==> config.mk <==
export PLATFORM = sky130hd
export DESIGN_NAME = npb_host_ctrl
export DESIGN_NICKNAME = d
export VERILOG_FILES = /design/src/npb_pkg.sv /design/src/npb_sync_if.sv /design/src/npb_sync.sv /design/src/npb_host_ctrl.sv
export SDC_FILE = /design/constraint.sdc
export NUM_CORES = 1
export LEC_CHECK = 0
export BUFFER_PORTS_ARGS = -buffer_cell sky130_fd_sc_hd__buf_2
export CAP_MARGIN = 5
export CORE_ASPECT_RATIO = 1.75
export CORE_MARGIN = 4
export CORE_UTILIZATION = 40
export DETAILED_ROUTE_END_ITERATION = 8
export PLACE_DENSITY = 0.66
export RECOVER_POWER = 100
export SLEW_MARGIN = 25
export SYNTH_ARGS = -nofsm -noshare
export SYNTH_HDL_FRONTEND = slang
export SYNTH_SLANG_ARGS = --single-unit
==> constraint.sdc <==
create_clock -name aclk -period 2.7 [get_ports aclk]
set_clock_uncertainty 0.05 [all_clocks]
set_input_delay 0.675 -clock aclk [delete_from_list [all_inputs] [get_ports aclk]]
set_output_delay 0.675 -clock aclk [all_outputs]
set_load 0.005 [all_outputs]
==> src/npb_pkg.sv <==
// Constants and types of the NAND pin bus host controller.
package npb_pkg;

    // ------------------------------------------------------------------
    // Timing
    // ------------------------------------------------------------------
    localparam int CLK_MHZ = 200;
    localparam int STROBE_LOW_NS = 25;
    localparam int STROBE_HIGH_NS = 15;
    localparam int READ_VALID_NS = 30;

    function automatic logic [3:0] cyc_up(input int ns);
        int c;
        c = (ns * CLK_MHZ + 999) / 1000;
        if (c < 1) begin
            c = 1;
        end
        return c[3:0];
    endfunction

    localparam logic [3:0] SYNC_LAT = 4'h4;
    localparam logic [3:0] LOW_CYC = cyc_up(STROBE_LOW_NS);
    localparam logic [3:0] HIGH_CYC = cyc_up(STROBE_HIGH_NS);
    localparam logic [3:0] READ_LOW_CYC = cyc_up(READ_VALID_NS) + SYNC_LAT;

    // ------------------------------------------------------------------
    // Register map
    // ------------------------------------------------------------------
    localparam logic [7:0] OFS_CTRL = 8'h00;
    localparam logic [7:0] OFS_OP = 8'h04;
    localparam logic [7:0] OFS_STATUS = 8'h08;
    localparam logic [7:0] OFS_MASK = 8'h0C;
    localparam logic [7:0] OFS_RDATA = 8'h10;

    localparam int CTRL_X16 = 0;
    localparam int CTRL_WP_N = 1;
    localparam int CTRL_LOCK = 2;
    localparam int CTRL_SELECT = 3;
    localparam logic [3:0] CTRL_RESET = 4'h0;

    localparam int OP_KIND_LSB = 30;
    localparam int OP_CNT_LSB = 28;
    localparam logic [1:0] KIND_CMD = 2'h0;
    localparam logic [1:0] KIND_ADDR = 2'h1;
    localparam logic [1:0] KIND_WDATA = 2'h2;
    localparam logic [1:0] KIND_RDATA = 2'h3;
    localparam logic [1:0] ERASE_CNT = 2'h2;

    localparam int ROW_LO_LSB = 9;
    localparam int ROW_HI_LSB = 17;

    // Status bits: done, device ready rise, refused.
    localparam int STATUS_W = 3;
    localparam int RD_BUSY = 16;
    localparam int RD_READY = 17;
    localparam int RD_HALF = 18;

    localparam logic [7:0] CMD_READ_LO = 8'h00;
    localparam logic [7:0] CMD_READ_HI = 8'h01;

    localparam logic [1:0] RESP_OKAY = 2'h0;
    localparam logic [1:0] RESP_SLVERR = 2'h2;

    localparam int SYNC_W = 17;

    typedef enum logic [3:0] {
        ST_IDLE = 4'h1,
        ST_SETUP = 4'h2,
        ST_LOW = 4'h4,
        ST_HIGH = 4'h8
    } npb_state_t;

endpackage

==> src/npb_sync_if.sv <==
// Interface carrying pin levels into the synchroniser and clean levels back.
`timescale 1ns/10ps
`default_nettype none
interface npb_sync_if;
    logic [npb_pkg::SYNC_W-1:0] raw;
    logic [npb_pkg::SYNC_W-1:0] clean;
    modport sync (input raw, output clean);
    modport user (output raw, input clean);
endinterface
`default_nettype wire

==> src/npb_sync.sv <==
// Three-stage pin synchroniser with agreement filter.
`timescale 1ns/10ps
`default_nettype none
module npb_sync (
    // System
    input wire logic aclk,
    input wire logic aresetn,
    // Pins in, clean levels out
    npb_sync_if.sync port
);
    localparam logic [npb_pkg::SYNC_W-1:0] RST_VAL = 17'h10000;

    logic [npb_pkg::SYNC_W-1:0] s1;
    logic [npb_pkg::SYNC_W-1:0] s2;
    logic [npb_pkg::SYNC_W-1:0] s3;
    logic [npb_pkg::SYNC_W-1:0] clean;
    wire [npb_pkg::SYNC_W-1:0] agree = ~(s2 ^ s3);
    wire [npb_pkg::SYNC_W-1:0] next_clean = (s3 & agree) | (clean & ~agree);

    // A bit changes only once the second and third stages agree.
    always_ff @(posedge aclk) begin
        if (!aresetn) begin
            s1 <= RST_VAL;
            s2 <= RST_VAL;
            s3 <= RST_VAL;
            clean <= RST_VAL;
        end else begin
            s1 <= port.raw;
            s2 <= s1;
            s3 <= s2;
            clean <= next_clean;
        end
    end

    assign port.clean = clean;
endmodule
`default_nettype wire

==> src/npb_host_ctrl.sv <==
// Host controller driving a NAND flash pin bus from AXI4-Lite registers.
//
// Chosen here: the register addresses and the AXI4-Lite interface to the registers.
`timescale 1ns/10ps
`default_nettype none
module npb_host_ctrl (
    // System
    input wire logic aclk,
    input wire logic aresetn,
    // AXI4-Lite slave
    input wire logic [7:0] s_axi_awaddr,
    input wire logic s_axi_awvalid,
    output logic s_axi_awready,
    input wire logic [31:0] s_axi_wdata,
    input wire logic [3:0] s_axi_wstrb,
    input wire logic s_axi_wvalid,
    output logic s_axi_wready,
    output logic [1:0] s_axi_bresp,
    output logic s_axi_bvalid,
    input wire logic s_axi_bready,
    input wire logic [7:0] s_axi_araddr,
    input wire logic s_axi_arvalid,
    output logic s_axi_arready,
    output logic [31:0] s_axi_rdata,
    output logic [1:0] s_axi_rresp,
    output logic s_axi_rvalid,
    input wire logic s_axi_rready,
    // Flash pins
    output logic chip_select_n,
    output logic cmd_latch_en,
    output logic addr_latch_en,
    output logic write_strobe_n,
    output logic out_strobe_n,
    output logic write_protect_n,
    output logic lock_autoload_en,
    output logic [15:0] io_out,
    output logic io_oe,
    input wire logic [15:0] io_in,
    input wire logic idle_flag_n,
    // Interrupt
    output logic irq
);
    // ------------------------------------------------------------------
    // Pin synchroniser
    // ------------------------------------------------------------------
    npb_sync_if sif ();
    assign sif.raw = {idle_flag_n, io_in};
    npb_sync u_sync (
        .aclk(aclk),
        .aresetn(aresetn),
        .port(sif.sync)
    );
    wire dev_ready = sif.clean[16];
    wire [15:0] bus_in = sif.clean[15:0];

    // ------------------------------------------------------------------
    // State and registers
    // ------------------------------------------------------------------
    logic [3:0] ctrl;
    logic [npb_pkg::STATUS_W-1:0] status;
    logic [npb_pkg::STATUS_W-1:0] mask;
    logic [31:0] op;
    npb_pkg::npb_state_t state;
    logic [3:0] cnt;
    logic [1:0] byte_idx;
    logic [15:0] rd_data;
    logic half_sel;
    logic ready_q;

    // ------------------------------------------------------------------
    // Decoding
    // ------------------------------------------------------------------
    wire aw_take = s_axi_awready && s_axi_awvalid;
    wire wr_ctrl = aw_take && s_axi_awaddr == npb_pkg::OFS_CTRL;
    wire wr_op = aw_take && s_axi_awaddr == npb_pkg::OFS_OP;
    wire wr_stat = aw_take && s_axi_awaddr == npb_pkg::OFS_STATUS;
    wire wr_mask = aw_take && s_axi_awaddr == npb_pkg::OFS_MASK;
    wire wr_hit = wr_ctrl || wr_op || wr_stat || wr_mask;
    wire lane0 = s_axi_wstrb[0];
    wire op_go = wr_op && s_axi_wstrb == 4'hF && state == npb_pkg::ST_IDLE;
    wire refuse = wr_op && !op_go;

    wire [1:0] kind = op[npb_pkg::OP_KIND_LSB +: 2];
    wire [1:0] acnt = op[npb_pkg::OP_CNT_LSB +: 2];
    wire is_cmd = kind == npb_pkg::KIND_CMD;
    wire is_addr = kind == npb_pkg::KIND_ADDR;
    wire is_read = kind == npb_pkg::KIND_RDATA;
    wire skip_col = acnt == npb_pkg::ERASE_CNT;
    wire [1:0] eff_idx = byte_idx + {1'b0, skip_col};
    wire [7:0] addr_byte = (eff_idx == 2'h0) ? op[7:0] :
        (eff_idx == 2'h1) ? op[npb_pkg::ROW_LO_LSB +: 8] :
        op[npb_pkg::ROW_HI_LSB +: 8];
    wire last_byte = !is_addr || acnt == 2'h0 || byte_idx == acnt - 2'h1;
    wire [15:0] drive_word = is_cmd ? {8'h00, op[7:0]} :
        is_addr ? {8'h00, addr_byte} :
        ctrl[npb_pkg::CTRL_X16] ? op[15:0] : {8'h00, op[7:0]};
    wire cycle_end = state == npb_pkg::ST_HIGH && cnt == 4'h1;
    wire done_ev = cycle_end && last_byte;
    wire ready_rise = dev_ready && !ready_q;
    wire [npb_pkg::STATUS_W-1:0] ev_set = {refuse, ready_rise, done_ev};
    wire [npb_pkg::STATUS_W-1:0] stat_clr =
        (wr_stat && lane0) ? s_axi_wdata[npb_pkg::STATUS_W-1:0] : 3'h0;
    wire [npb_pkg::STATUS_W-1:0] next_status = (status & ~stat_clr) | ev_set;
    wire next_cs_n = !(ctrl[npb_pkg::CTRL_SELECT] ||
        state != npb_pkg::ST_IDLE || !dev_ready);
    wire [31:0] rd_word =
        (s_axi_araddr == npb_pkg::OFS_CTRL) ? {28'h0, ctrl} :
        (s_axi_araddr == npb_pkg::OFS_OP) ? op :
        (s_axi_araddr == npb_pkg::OFS_STATUS) ? {29'h0, status} :
        (s_axi_araddr == npb_pkg::OFS_MASK) ? {29'h0, mask} :
        {13'h0, half_sel, dev_ready, state != npb_pkg::ST_IDLE, rd_data};
    wire rd_hit = s_axi_araddr == npb_pkg::OFS_CTRL ||
        s_axi_araddr == npb_pkg::OFS_OP ||
        s_axi_araddr == npb_pkg::OFS_STATUS ||
        s_axi_araddr == npb_pkg::OFS_MASK ||
        s_axi_araddr == npb_pkg::OFS_RDATA;

    // ------------------------------------------------------------------
    // AXI4-Lite slave
    // ------------------------------------------------------------------
    always_ff @(posedge aclk) begin
        if (!aresetn) begin
            s_axi_awready <= 1'b0;
            s_axi_wready <= 1'b0;
            s_axi_bvalid <= 1'b0;
            s_axi_bresp <= npb_pkg::RESP_OKAY;
        end else begin
            s_axi_awready <= s_axi_awvalid && s_axi_wvalid &&
                !s_axi_bvalid && !s_axi_awready;
            s_axi_wready <= s_axi_awvalid && s_axi_wvalid &&
                !s_axi_bvalid && !s_axi_awready;
            if (aw_take) begin
                s_axi_bvalid <= 1'b1;
                s_axi_bresp <= wr_hit ? npb_pkg::RESP_OKAY :
                    npb_pkg::RESP_SLVERR;
            end else if (s_axi_bready) begin
                s_axi_bvalid <= 1'b0;
            end
        end
    end

    always_ff @(posedge aclk) begin
        if (!aresetn) begin
            s_axi_arready <= 1'b0;
            s_axi_rvalid <= 1'b0;
            s_axi_rdata <= 32'h0;
            s_axi_rresp <= npb_pkg::RESP_OKAY;
        end else begin
            s_axi_arready <= s_axi_arvalid && !s_axi_rvalid && !s_axi_arready;
            if (s_axi_arready && s_axi_arvalid) begin
                s_axi_rvalid <= 1'b1;
                s_axi_rdata <= rd_hit ? rd_word : 32'h0;
                s_axi_rresp <= rd_hit ? npb_pkg::RESP_OKAY :
                    npb_pkg::RESP_SLVERR;
            end else if (s_axi_rready) begin
                s_axi_rvalid <= 1'b0;
            end
        end
    end

    // ------------------------------------------------------------------
    // Control, status and level pins
    // ------------------------------------------------------------------
    always_ff @(posedge aclk) begin
        if (!aresetn) begin
            ctrl <= npb_pkg::CTRL_RESET;
            mask <= 3'h0;
            status <= 3'h0;
            ready_q <= 1'b1;
            irq <= 1'b0;
            chip_select_n <= 1'b1;
            write_protect_n <= 1'b0;
            lock_autoload_en <= 1'b0;
        end else begin
            if (wr_ctrl && lane0) begin
                ctrl <= s_axi_wdata[3:0];
            end
            if (wr_mask && lane0) begin
                mask <= s_axi_wdata[npb_pkg::STATUS_W-1:0];
            end
            status <= next_status;
            ready_q <= dev_ready;
            irq <= |(next_status & mask);
            chip_select_n <= next_cs_n;
            write_protect_n <= ctrl[npb_pkg::CTRL_WP_N];
            lock_autoload_en <= ctrl[npb_pkg::CTRL_LOCK];
        end
    end

    // ------------------------------------------------------------------
    // Pin cycle sequencer
    // ------------------------------------------------------------------
    always_ff @(posedge aclk) begin
        if (!aresetn) begin
            state <= npb_pkg::ST_IDLE;
            op <= 32'h0;
            cnt <= 4'h0;
            byte_idx <= 2'h0;
            cmd_latch_en <= 1'b0;
            addr_latch_en <= 1'b0;
            write_strobe_n <= 1'b1;
            out_strobe_n <= 1'b1;
            io_out <= 16'h0;
            io_oe <= 1'b0;
            rd_data <= 16'h0;
            half_sel <= 1'b0;
        end else begin
            case (state)
                npb_pkg::ST_IDLE: begin
                    if (op_go) begin
                        op <= s_axi_wdata;
                        byte_idx <= 2'h0;
                        state <= npb_pkg::ST_SETUP;
                    end
                end
                npb_pkg::ST_SETUP: begin
                    cmd_latch_en <= is_cmd;
                    addr_latch_en <= is_addr;
                    io_out <= drive_word;
                    io_oe <= !is_read;
                    cnt <= (is_read ? npb_pkg::READ_LOW_CYC :
                        npb_pkg::LOW_CYC) + 4'h1;
                    if (is_cmd && !ctrl[npb_pkg::CTRL_X16]) begin
                        if (op[7:0] == npb_pkg::CMD_READ_LO) begin
                            half_sel <= 1'b0;
                        end else if (op[7:0] == npb_pkg::CMD_READ_HI) begin
                            half_sel <= 1'b1;
                        end
                    end
                    state <= npb_pkg::ST_LOW;
                end
                npb_pkg::ST_LOW: begin
                    if (cnt == 4'h1) begin
                        write_strobe_n <= 1'b1;
                        out_strobe_n <= 1'b1;
                        if (is_read) begin
                            rd_data <= bus_in;
                        end
                        cnt <= npb_pkg::HIGH_CYC;
                        state <= npb_pkg::ST_HIGH;
                    end else begin
                        write_strobe_n <= is_read;
                        out_strobe_n <= !is_read;
                        cnt <= cnt - 4'h1;
                    end
                end
                npb_pkg::ST_HIGH: begin
                    if (cnt != 4'h1) begin
                        cnt <= cnt - 4'h1;
                    end else if (last_byte) begin
                        cmd_latch_en <= 1'b0;
                        addr_latch_en <= 1'b0;
                        io_oe <= 1'b0;
                        state <= npb_pkg::ST_IDLE;
                    end else begin
                        byte_idx <= byte_idx + 2'h1;
                        state <= npb_pkg::ST_SETUP;
                    end
                end
                default: begin
                    state <= npb_pkg::ST_IDLE;
                end
            endcase
        end
    end

    // ------------------------------------------------------------------
    // Checks
    // ------------------------------------------------------------------
    logic [1:0] ale_pulses;
    always_ff @(posedge aclk) begin
        if (!aresetn || op_go) begin
            ale_pulses <= 2'h0;
        end else if (addr_latch_en && !write_strobe_n && cnt == 4'h1) begin
            ale_pulses <= ale_pulses + 2'h1;
        end
    end
endmodule
`default_nettype wire

After elaboration in Yosys (flattened, before gate mapping)
Index checks and enable logic that the tools add are counted.

Register bits: 203. Bits of input ports: 76.

Add/subtract/negate cells: 5. Equal/unequal tests: 27. Multiplexer cells: 39. Bitwise gates (word level): 10. Reductions and logical operators: 63.

Operators by type and width (count): $mux 32 (3); $mux 16 (3); $mux 19 (2); $and 17x17->17 (2); $not 17->17 (2); $eq 8x4->1 const B (4); $logic_not 8->1 (3); $mux 4 (6); $logic_and 1x1->1 (21); $or 17x17->17 (1); $xor 17x17->17 (1); $eq 8x3->1 const B (2); $mux 8 (2); $pmux 4 s4 (1); $mux 2 (6); $pmux 4 s3 (1); $reduce_and 3->1 (4); $logic_not 1->1 (11); $logic_or 1x1->1 (11); $mux 1 (10); $ne 2x2->1 const B (5); $reduce_bool 2->1 (5); $eq 4x1->1 const B (2); $eq 4x4->1 const B (2); 25 further kinds (34).

Longest topological paths before layout
Gate-level depths: netlist of run 1.

Word-level depth: 9. Mapped depth: 9.

By module
A second synthesis of run 1 with hierarchy kept.

Cell total of the unflattened synthesis: 838. Area total of the unflattened synthesis: 7729.9 um2.

Modules (own cells, without submodules): npb_host_ctrl (instances 1, cells each 661, area each 5725.5 um2, sequential area each 2662.6 um2); npb_sync (instances 1, cells each 177, area each 2004.4 um2, sequential area each 1361.3 um2).

Worst setup path after synthesis of run 1
Ideal clock, no wire load.

Kind: input-to-reg. Start point: input port s_axi_awaddr[7]. End point: register status[2] (netlist bit). Data arrival time: 2.066 ns. Data required time: 2.527 ns. Slack: 0.461 ns. Stages on the path: 4. Path through: or4_4 > nor4_1 > a21oi_1 > or2_2.

Cells in the longest elaborated chain, start to end: 7.

Ends and longest elaborated chain: start, declared (line npb_host_ctrl.sv:11) `input wire logic [7:0] s_axi_awaddr,`; $eq 8x4->1 / $eq 8x3->1 (equally long branches) (line npb_host_ctrl.sv:76, npb_host_ctrl.sv:75); $logic_and 1x1->1, on equally long branches (line npb_host_ctrl.sv:76, npb_host_ctrl.sv:75); $logic_and 1x1->1, on equally long branches (line npb_host_ctrl.sv:102, npb_host_ctrl.sv:80); $mux 3 / $logic_and 1x1->1 (equally long branches) (line npb_host_ctrl.sv:102, npb_host_ctrl.sv:80); $not 3->3 / $logic_not 1->1 (equally long branches) (line npb_host_ctrl.sv:103, npb_host_ctrl.sv:81); $and 3x3->3 / $logic_and 1x1->1 (equally long branches) (line npb_host_ctrl.sv:103, npb_host_ctrl.sv:81); $or 3x3->3 (*) (line npb_host_ctrl.sv:103) `wire [npb_pkg::STATUS_W-1:0] next_status = (status & ~stat_clr) | ev_set;`; end signal, assigned (line npb_host_ctrl.sv:181) `status <= next_status;`; end, declared (line npb_host_ctrl.sv:60) `logic [npb_pkg::STATUS_W-1:0] status;`.

Every way passes the cells marked *; elsewhere a longest branch is shown, timed or not. A chain may end at the register's enable or synchronous reset.

Worst setup path in the final report of run 1
Start point: register state[0]. End point: register op[30].

Cells in the longest elaborated chain, start to end: 3.

Ends and longest elaborated chain: start, declared (line npb_host_ctrl.sv:63) `npb_pkg::npb_state_t state;`; start signal, assigned (line npb_host_ctrl.sv:195) `state <= npb_pkg::ST_IDLE;`; start signal, assigned (line npb_host_ctrl.sv:213) `state <= npb_pkg::ST_SETUP;`; start signal, assigned (line npb_host_ctrl.sv:230) `state <= npb_pkg::ST_LOW;`; $eq 4x1->1 (*) (line npb_host_ctrl.sv:80, npb_host_ctrl.sv:208); $logic_and 1x1->1 (line npb_host_ctrl.sv:80) `wire op_go = wr_op && s_axi_wstrb == 4'hF && state == npb_pkg::ST_IDLE;`; $reduce_and 2->1 (no line) (*); end signal, assigned (line npb_host_ctrl.sv:211) `op <= s_axi_wdata;`; end, declared (line npb_host_ctrl.sv:62) `logic [31:0] op;`.

Marks and branches as above.

==> flow_summary.toml, run 1 <==
[die]
ios = 142
die_h_um = 192.3
start_util_pct = 40.62
rows = 67
core_area_mm2 = 0.01911
dieWidth_um = 113.3
fp.dieArea_mm2 = 0.02179

[worst_setup_path]
required_ns = 3.05
endpoint_kind = "flop"
worst_path_largest_cell_delay_ns = 0.61
crit_family = "simple AND/OR/NAND/NOR gates"
cp.depth = 6
worstPathMaxFanout = 32
critPathKind = "flop to flop"
start_kind = "flop"
path_cells = "or4b_1 > nor3_1 > and3_1 > buf_12 > nand2_1 > a21boi_0"
crit_slowest_cell = "or4b_1"
worst_r2r_path_depth = 6
path_buf_inv = 1
cp.arrival_ns = 2.73

[timing]
setup_viol = 0
tightest_slew_ns = 1.285
grt_setup_unrepaired = "no"
fin_crit_sh_pct = 88.13
max_slew_margin_pct = 14.31
tns_ns = 0
period_needed_ns = 2.379
hold_ws_ns = 0.3207
fmaxAchievable_ghz = 0.4203
finalMaxSlewViolations = 0
finalHoldViolCount = 0
setup_ws_ns = 0.3206

[synth]
synth_area_per_cell_um2 = 9.199
syn_area_mm2 = 0.007764
synth_seq_area_share_pct = 51.83
synth_area_leaders = "dfxtp_1 52%, nand2_1 8.3%, a21boi_0 5.4%"
synth_edf_count = 0
synth_top_area_share_pct = 51.83
ys.warnings.count = 0
yosysTopAreaCell = "dfxtp_1"
synthCells = 844
synth_cell_types = 61
synthFlopType = "dfxtp_1"
synthArstFlopShare_pct = 0
ys_ff_latch = 201

[global_routing]
grt_pass1_wl_um = 29530
grt_use_total_pct = 16.67
overflow = 0
grt_pass1_vias = 5839
grt_start_max_net_pins = 90
antenna_found_initial = 0

[drt]
final_antenna_net_count = 0
drc_errors = 0
viasPerCell = 5.029
drt_iter0_markers = 363
vias = 6146
firstDrtPassIters = 4
avgRoutedWirePerCell_um = 15.26
routed_wl_um = 18650

[power]
power_density_mw_per_mm2 = 640.5
ir_drop_v = 0.0004157
leakage_nw = 3.393

[finish]
nets = 1050
stdcell_count = 1222
diodes = 0
areaGrowthSynthToFinish_pct = 18.08
layout-drive-gt1-share_pct = 15.80

[clock_tree]
clockBufferDepth = 3
root_buffer = "clkbuf_16"
cts_hold_buf = 0
cts_resized = 0
cts_made_buffers = 19
cts_tree = "built"
htreeDepth = 1
clk_latency_ns = 0.49
clk_pin_slew_ns = 0.06
postCtsSetupBuffers = 0
clkSinkCount = 201

[hold_path]
whs_path_depth = 2
min-delay-path-class = "input port to flop"

[place]
dp_cells = 1189
port_buffers = 139
gp_congestion = 0.8241
place_hpwl_um = 13560
preCtsSetupSlack_ns = 0.2409

[run_status]
outcome = "finished, final reports clean"

[run]
cap_viol_max_count = 0
state kept, by name, indices dropped and copies added (netlist names), 2 cells and up, named ones only:
name and cells:
io_out 16, u_sync.s3 17, cnt 4, ctrl 4, mask 3, s_axi_rdata 32, u_sync.s2 17, op 32
state 4, u_sync.s1 17, status 3, rd_data 16, byte_idx 2
path summary, 6_finish.rpt:
check                             startpoint             to  slack, ns
worst min-delay path             idle_flag_n  u_sync.s1[16]       0.32
worst max-delay path                state[0]         op[30]       0.32
worst max register to register      state[0]         op[30]       0.32
worst min register to register  u_sync.s1[4]   u_sync.s2[4]       0.37
where the power goes:
group	switching, W	internal, W
sequential	0.0000147	0.00300
combinational	0.0000921	0.0000890
clock	0.00111	0.00157
total	0.00121	0.00466
routing by layer:
metal	part of all wire [%]	GRT usage, %
met4	3.2	6.664
met1	39	18.61
met5	0	0
met3	5.8	3.546
met2	52	30.50
through the flow:
step,utilization [%],total power (W),area [µm²]
after detailed placement,45.42,0.003271,8682
final,47.96,0.005872,9168
after global placement,45.42,0.003269,8682
after global routing,47.96,0.006079,9168
after floorplan,-,0.003179,7767
after CTS,48.68,0.005959,9304
cells in the final DEF (no fill, tap or decap), types with 6 or more instances in the layout:
cell and n:
a22oi_1 15, nand3_1 34, a21oi_1 8, inv_1 16, clkbuf_1 52, nor3_1 6
o21ai_0 49, clkbuf_16 19, and2_0 6, buf_2 94, a31oi_1 9, nor2_1 19
mux2i_1 10, nand2_1 172, and2_1 49, dfxtp_1 201, o22ai_1 11, nand2b_1 9
a21boi_0 84, nor2b_1 12, buf_4 9
kinds of logic (layout without fill, tap and decap cells):
logic type                 count (synthesis)  in the layout  synth area share (%)
AOI/OAI and AO/OA                        201            201                 17.58
xor gates and xnor gates                   4              4                0.4513
adders and majority gates                  5              5                0.8058
buffers and inverters                     71            207                 4.271
DFF                                      201            201                 51.83
muxes                                     17             17                 2.740
other                                      1              2               0.04830
and+or+nand+nor                          344            344                 22.27
cells in the mapped netlist (2+ instances only):
master,number
mux4_2,3
buf_2,4
mux2i_1,10
nor2_1,19
or2_2,4
nand3_1,34
nor3_1,4
a211o_1,2
nand4b_1,3
ha_1,5
mux2_2,4
o211a_1,2
and2_1,54
a21oi_1,8
o211ai_1,2
and3_1,5
a22oi_1,15
a21boi_0,56
o21ai_0,49
o22ai_1,11
nand4_1,5
nand2_1,172
buf_4,6
o21a_1,2
nor3_4,2
nand2b_1,9
nor4b_1,3
or4_4,2
a22o_1,5
a21boi_1,33
xor2_1,3
inv_1,16
dfxtp_1,201
nor4_1,3
clkbuf_1,39
buf_6,5
nor2b_1,12
a31oi_1,9
cell type report:
type | instances | area (µm²)
inverters | 16 | 60.06
clock buffers | 25 | 528.0
repair buffers | 158 | 782.0
flip-flops and latches | 201 | 4024
well taps | 241 | 301.5
fillers | 1901 | 9946
clock inverters | 8 | 93.84
multi-input cells | 573 | 3378
Note: power is estimated with default switching activity, not from simulation.
==> inputs of run 2 (changes only) <==
--- a/config.mk
+++ b/config.mk
@@ -11,7 +11,7 @@
 export CORE_MARGIN = 4
 export CORE_UTILIZATION = 40
 export DETAILED_ROUTE_END_ITERATION = 8
-export PLACE_DENSITY = 0.66
+export PLACE_DENSITY = 0.63
 export RECOVER_POWER = 100
 export SLEW_MARGIN = 25
 export SYNTH_ARGS = -nofsm -noshare
==> run 2 against run 1 <==
Effect of this change:
- core utilization hardly changed
- critical path depth is the same
- largest cell class unchanged
- sequential cell count is the same
- global-route usage barely moved
- total power shrank 4.1%
- highest routed layer unchanged
- worst setup slack improved by 0.055 ns
- worst hold slack improved by 0.019 ns
- critical endpoint is now op[6]
- sequential power about the same
==> flow_summary.toml, run 2 (same netlist as run 1, synthesis figures left out) <==
[clock_tree]
clkSinkCount = 201
cts_resized = 0
clk_latency_ns = 0.48
htreeDepth = 1
clk_pin_slew_ns = 0.06
postCtsSetupBuffers = 0
root_buffer = "clkbuf_16"
cts_hold_buf = 0
cts_made_buffers = 19
clockBufferDepth = 3
cts_tree = "built"

[finish]
areaGrowthSynthToFinish_pct = 17.97
mostFrequentLayoutCell = "dfxtp_1"
layout-drive-gt1-share_pct = 16.29
layout_common_cells = "201 x dfxtp_1, 172 x nand2_1, 99 x buf_2"
diodes = 0
top_regs = "op (32), s_axi_rdata (32)"
fillers = 1938
nets = 1052

[timing]
period_needed_ns = 2.324
setup_viol = 0
fin_crit_sh_pct = 86.09
tns_ns = 0
finalHoldViolCount = 0
setup_ws_ns = 0.3756
finalMaxSlewViolations = 0
max_slew_margin_pct = 4.214
grt_setup_unrepaired = "no"
fmaxAchievable_ghz = 0.4302
tightest_slew_ns = 1.437

[worst_setup_path]
worstPathMaxFanout = 32
reg2reg_to = "op[6]"
endpoint_kind = "flop"
path_cells = "or4b_1 > nor3_1 > and3_1 > buf_12 > nand2_1 > a21boi_0"
path_buf_inv = 1
critPathKind = "flop to flop"
r2r-start = "state[0]"
start_kind = "flop"
required_ns = 3.05
worst_r2r_path_depth = 6
cp.depth = 6
crit_family = "simple AND/OR/NAND/NOR gates"
cp.arrival_ns = 2.67
worst_path_largest_cell_delay_ns = 0.60
r2r_slack_ns = 0.38
crit_slowest_cell = "or4b_1"

[drt]
firstDrtPassIters = 4
viasPerCell = 5.008
avgRoutedWirePerCell_um = 15.21
final_antenna_net_count = 0
drt_iter0_markers = 241
routed_wl_um = 18600
vias = 6125
drc_errors = 0

[global_routing]
antenna_found_initial = 0
grt_use_total_pct = 16.67
overflow = 0
grt_pass1_vias = 5879
grt_pass1_wl_um = 29480
grt_start_max_net_pins = 91

[hold_path]
whs_path_depth = 2
min-delay-path-class = "input port to flop"
holdPathEnd = "u_sync.s1[16]"
min-delay-start = "idle_flag_n"

[power]
total_power_w = 0.005632
pwr-share-seq_pct = 53.5
ir_drop_v = 0.0004017
power_density_mw_per_mm2 = 614.9
p_clk_share_pct = 43.2
power.share.switching_pct = 20.90
intPower_w = 0.004455
switchingPower_w = 0.001177
pwr-share-comb_pct = 3.3
leakage_nw = 3.405

[die]
rows = 67
ios = 142
die_h_um = 192.3
start_util_pct = 40.62
dieWidth_um = 113.3
fp.dieArea_mm2 = 0.02179
core_area_mm2 = 0.01911

[place]
preCtsSetupSlack_ns = 0.2841
gp_congestion = 0.8242
port_buffers = 139
place_hpwl_um = 13500

[run]
cap_viol_max_count = 0

[run_status]
outcome = "finished, final reports clean"
[run 2: per-layer routing]
metal	global-route usage (%)	part of all wire, %	wire, µm	vias up
met4	6.802	3.1	580	0
li1	-	-	-	3133
met5	0	0	0	-
met2	30.82	52	9626	127
met1	18.53	40	7406	2830
met3	3.138	5.3	986	35
[run 2: through the flow]
| step | cell area [µm²] | util, % | std cells | hold WS [ns] |
|---|---|---|---|---|
| detailed placement | 8697 | 45.50 | 1191 | 0.3447 |
| global placement | 8697 | 45.50 | 1191 | 0.3438 |
| CTS | 9248 | 48.38 | 1223 | 0.3204 |
| finish | 9159 | 47.92 | 1223 | 0.3398 |
| global route | 9159 | 47.92 | 1223 | 0.3307 |
| floorplan | 7767 | - | 845 | 0.3363 |
[run 2: worst max path at each step]
stage | start | to | slack, ns
floorplan | s_axi_awaddr[7] | status[2] | 0.46
global placement | s_axi_awaddr[7] | op[0] | 0.32
detailed placement | s_axi_awaddr[7] | op[8] | 0.28
CTS | state[1] | half_sel | 0.53
global route | state[0] | op[4] | 0.19
finish | state[0] | op[6] | 0.38
[run 2: layout make-up]
type	count	area (µm²)	share of cell area [%]
Sequential cell	201	4024	43.93
Clock buffer	30	536.8	5.861
Tap cell	241	301.5	3.292
Clock inverter	2	13.76	0.1503
Timing Repair Buffer	160	829.5	9.057
Multi-Input combinational cell	573	3393	37.05
Inverter	16	60.06	0.6557
[run 2: worst reg2reg max path, cell delays in order (launching register included)]
cell      delay [ns]
dfxtp_1         0.49
or4b_1          0.60
nor3_1          0.39
and3_1          0.27
buf_12          0.20
nand2_1         0.09
a21boi_0        0.15
[run 2: power by group through the flow]
stage | clock network, W | registers, W | logic [W]
finish | 0.00243 | 0.00301 | 0.000186
global route | 0.00262 | 0.00302 | 0.000207
CTS | 0.00252 | 0.00301 | 0.000193
detailed placement | 0 | 0.00308 | 0.000192
global placement | 0 | 0.00308 | 0.000192
floorplan | 0 | 0.00308 | 0.000101
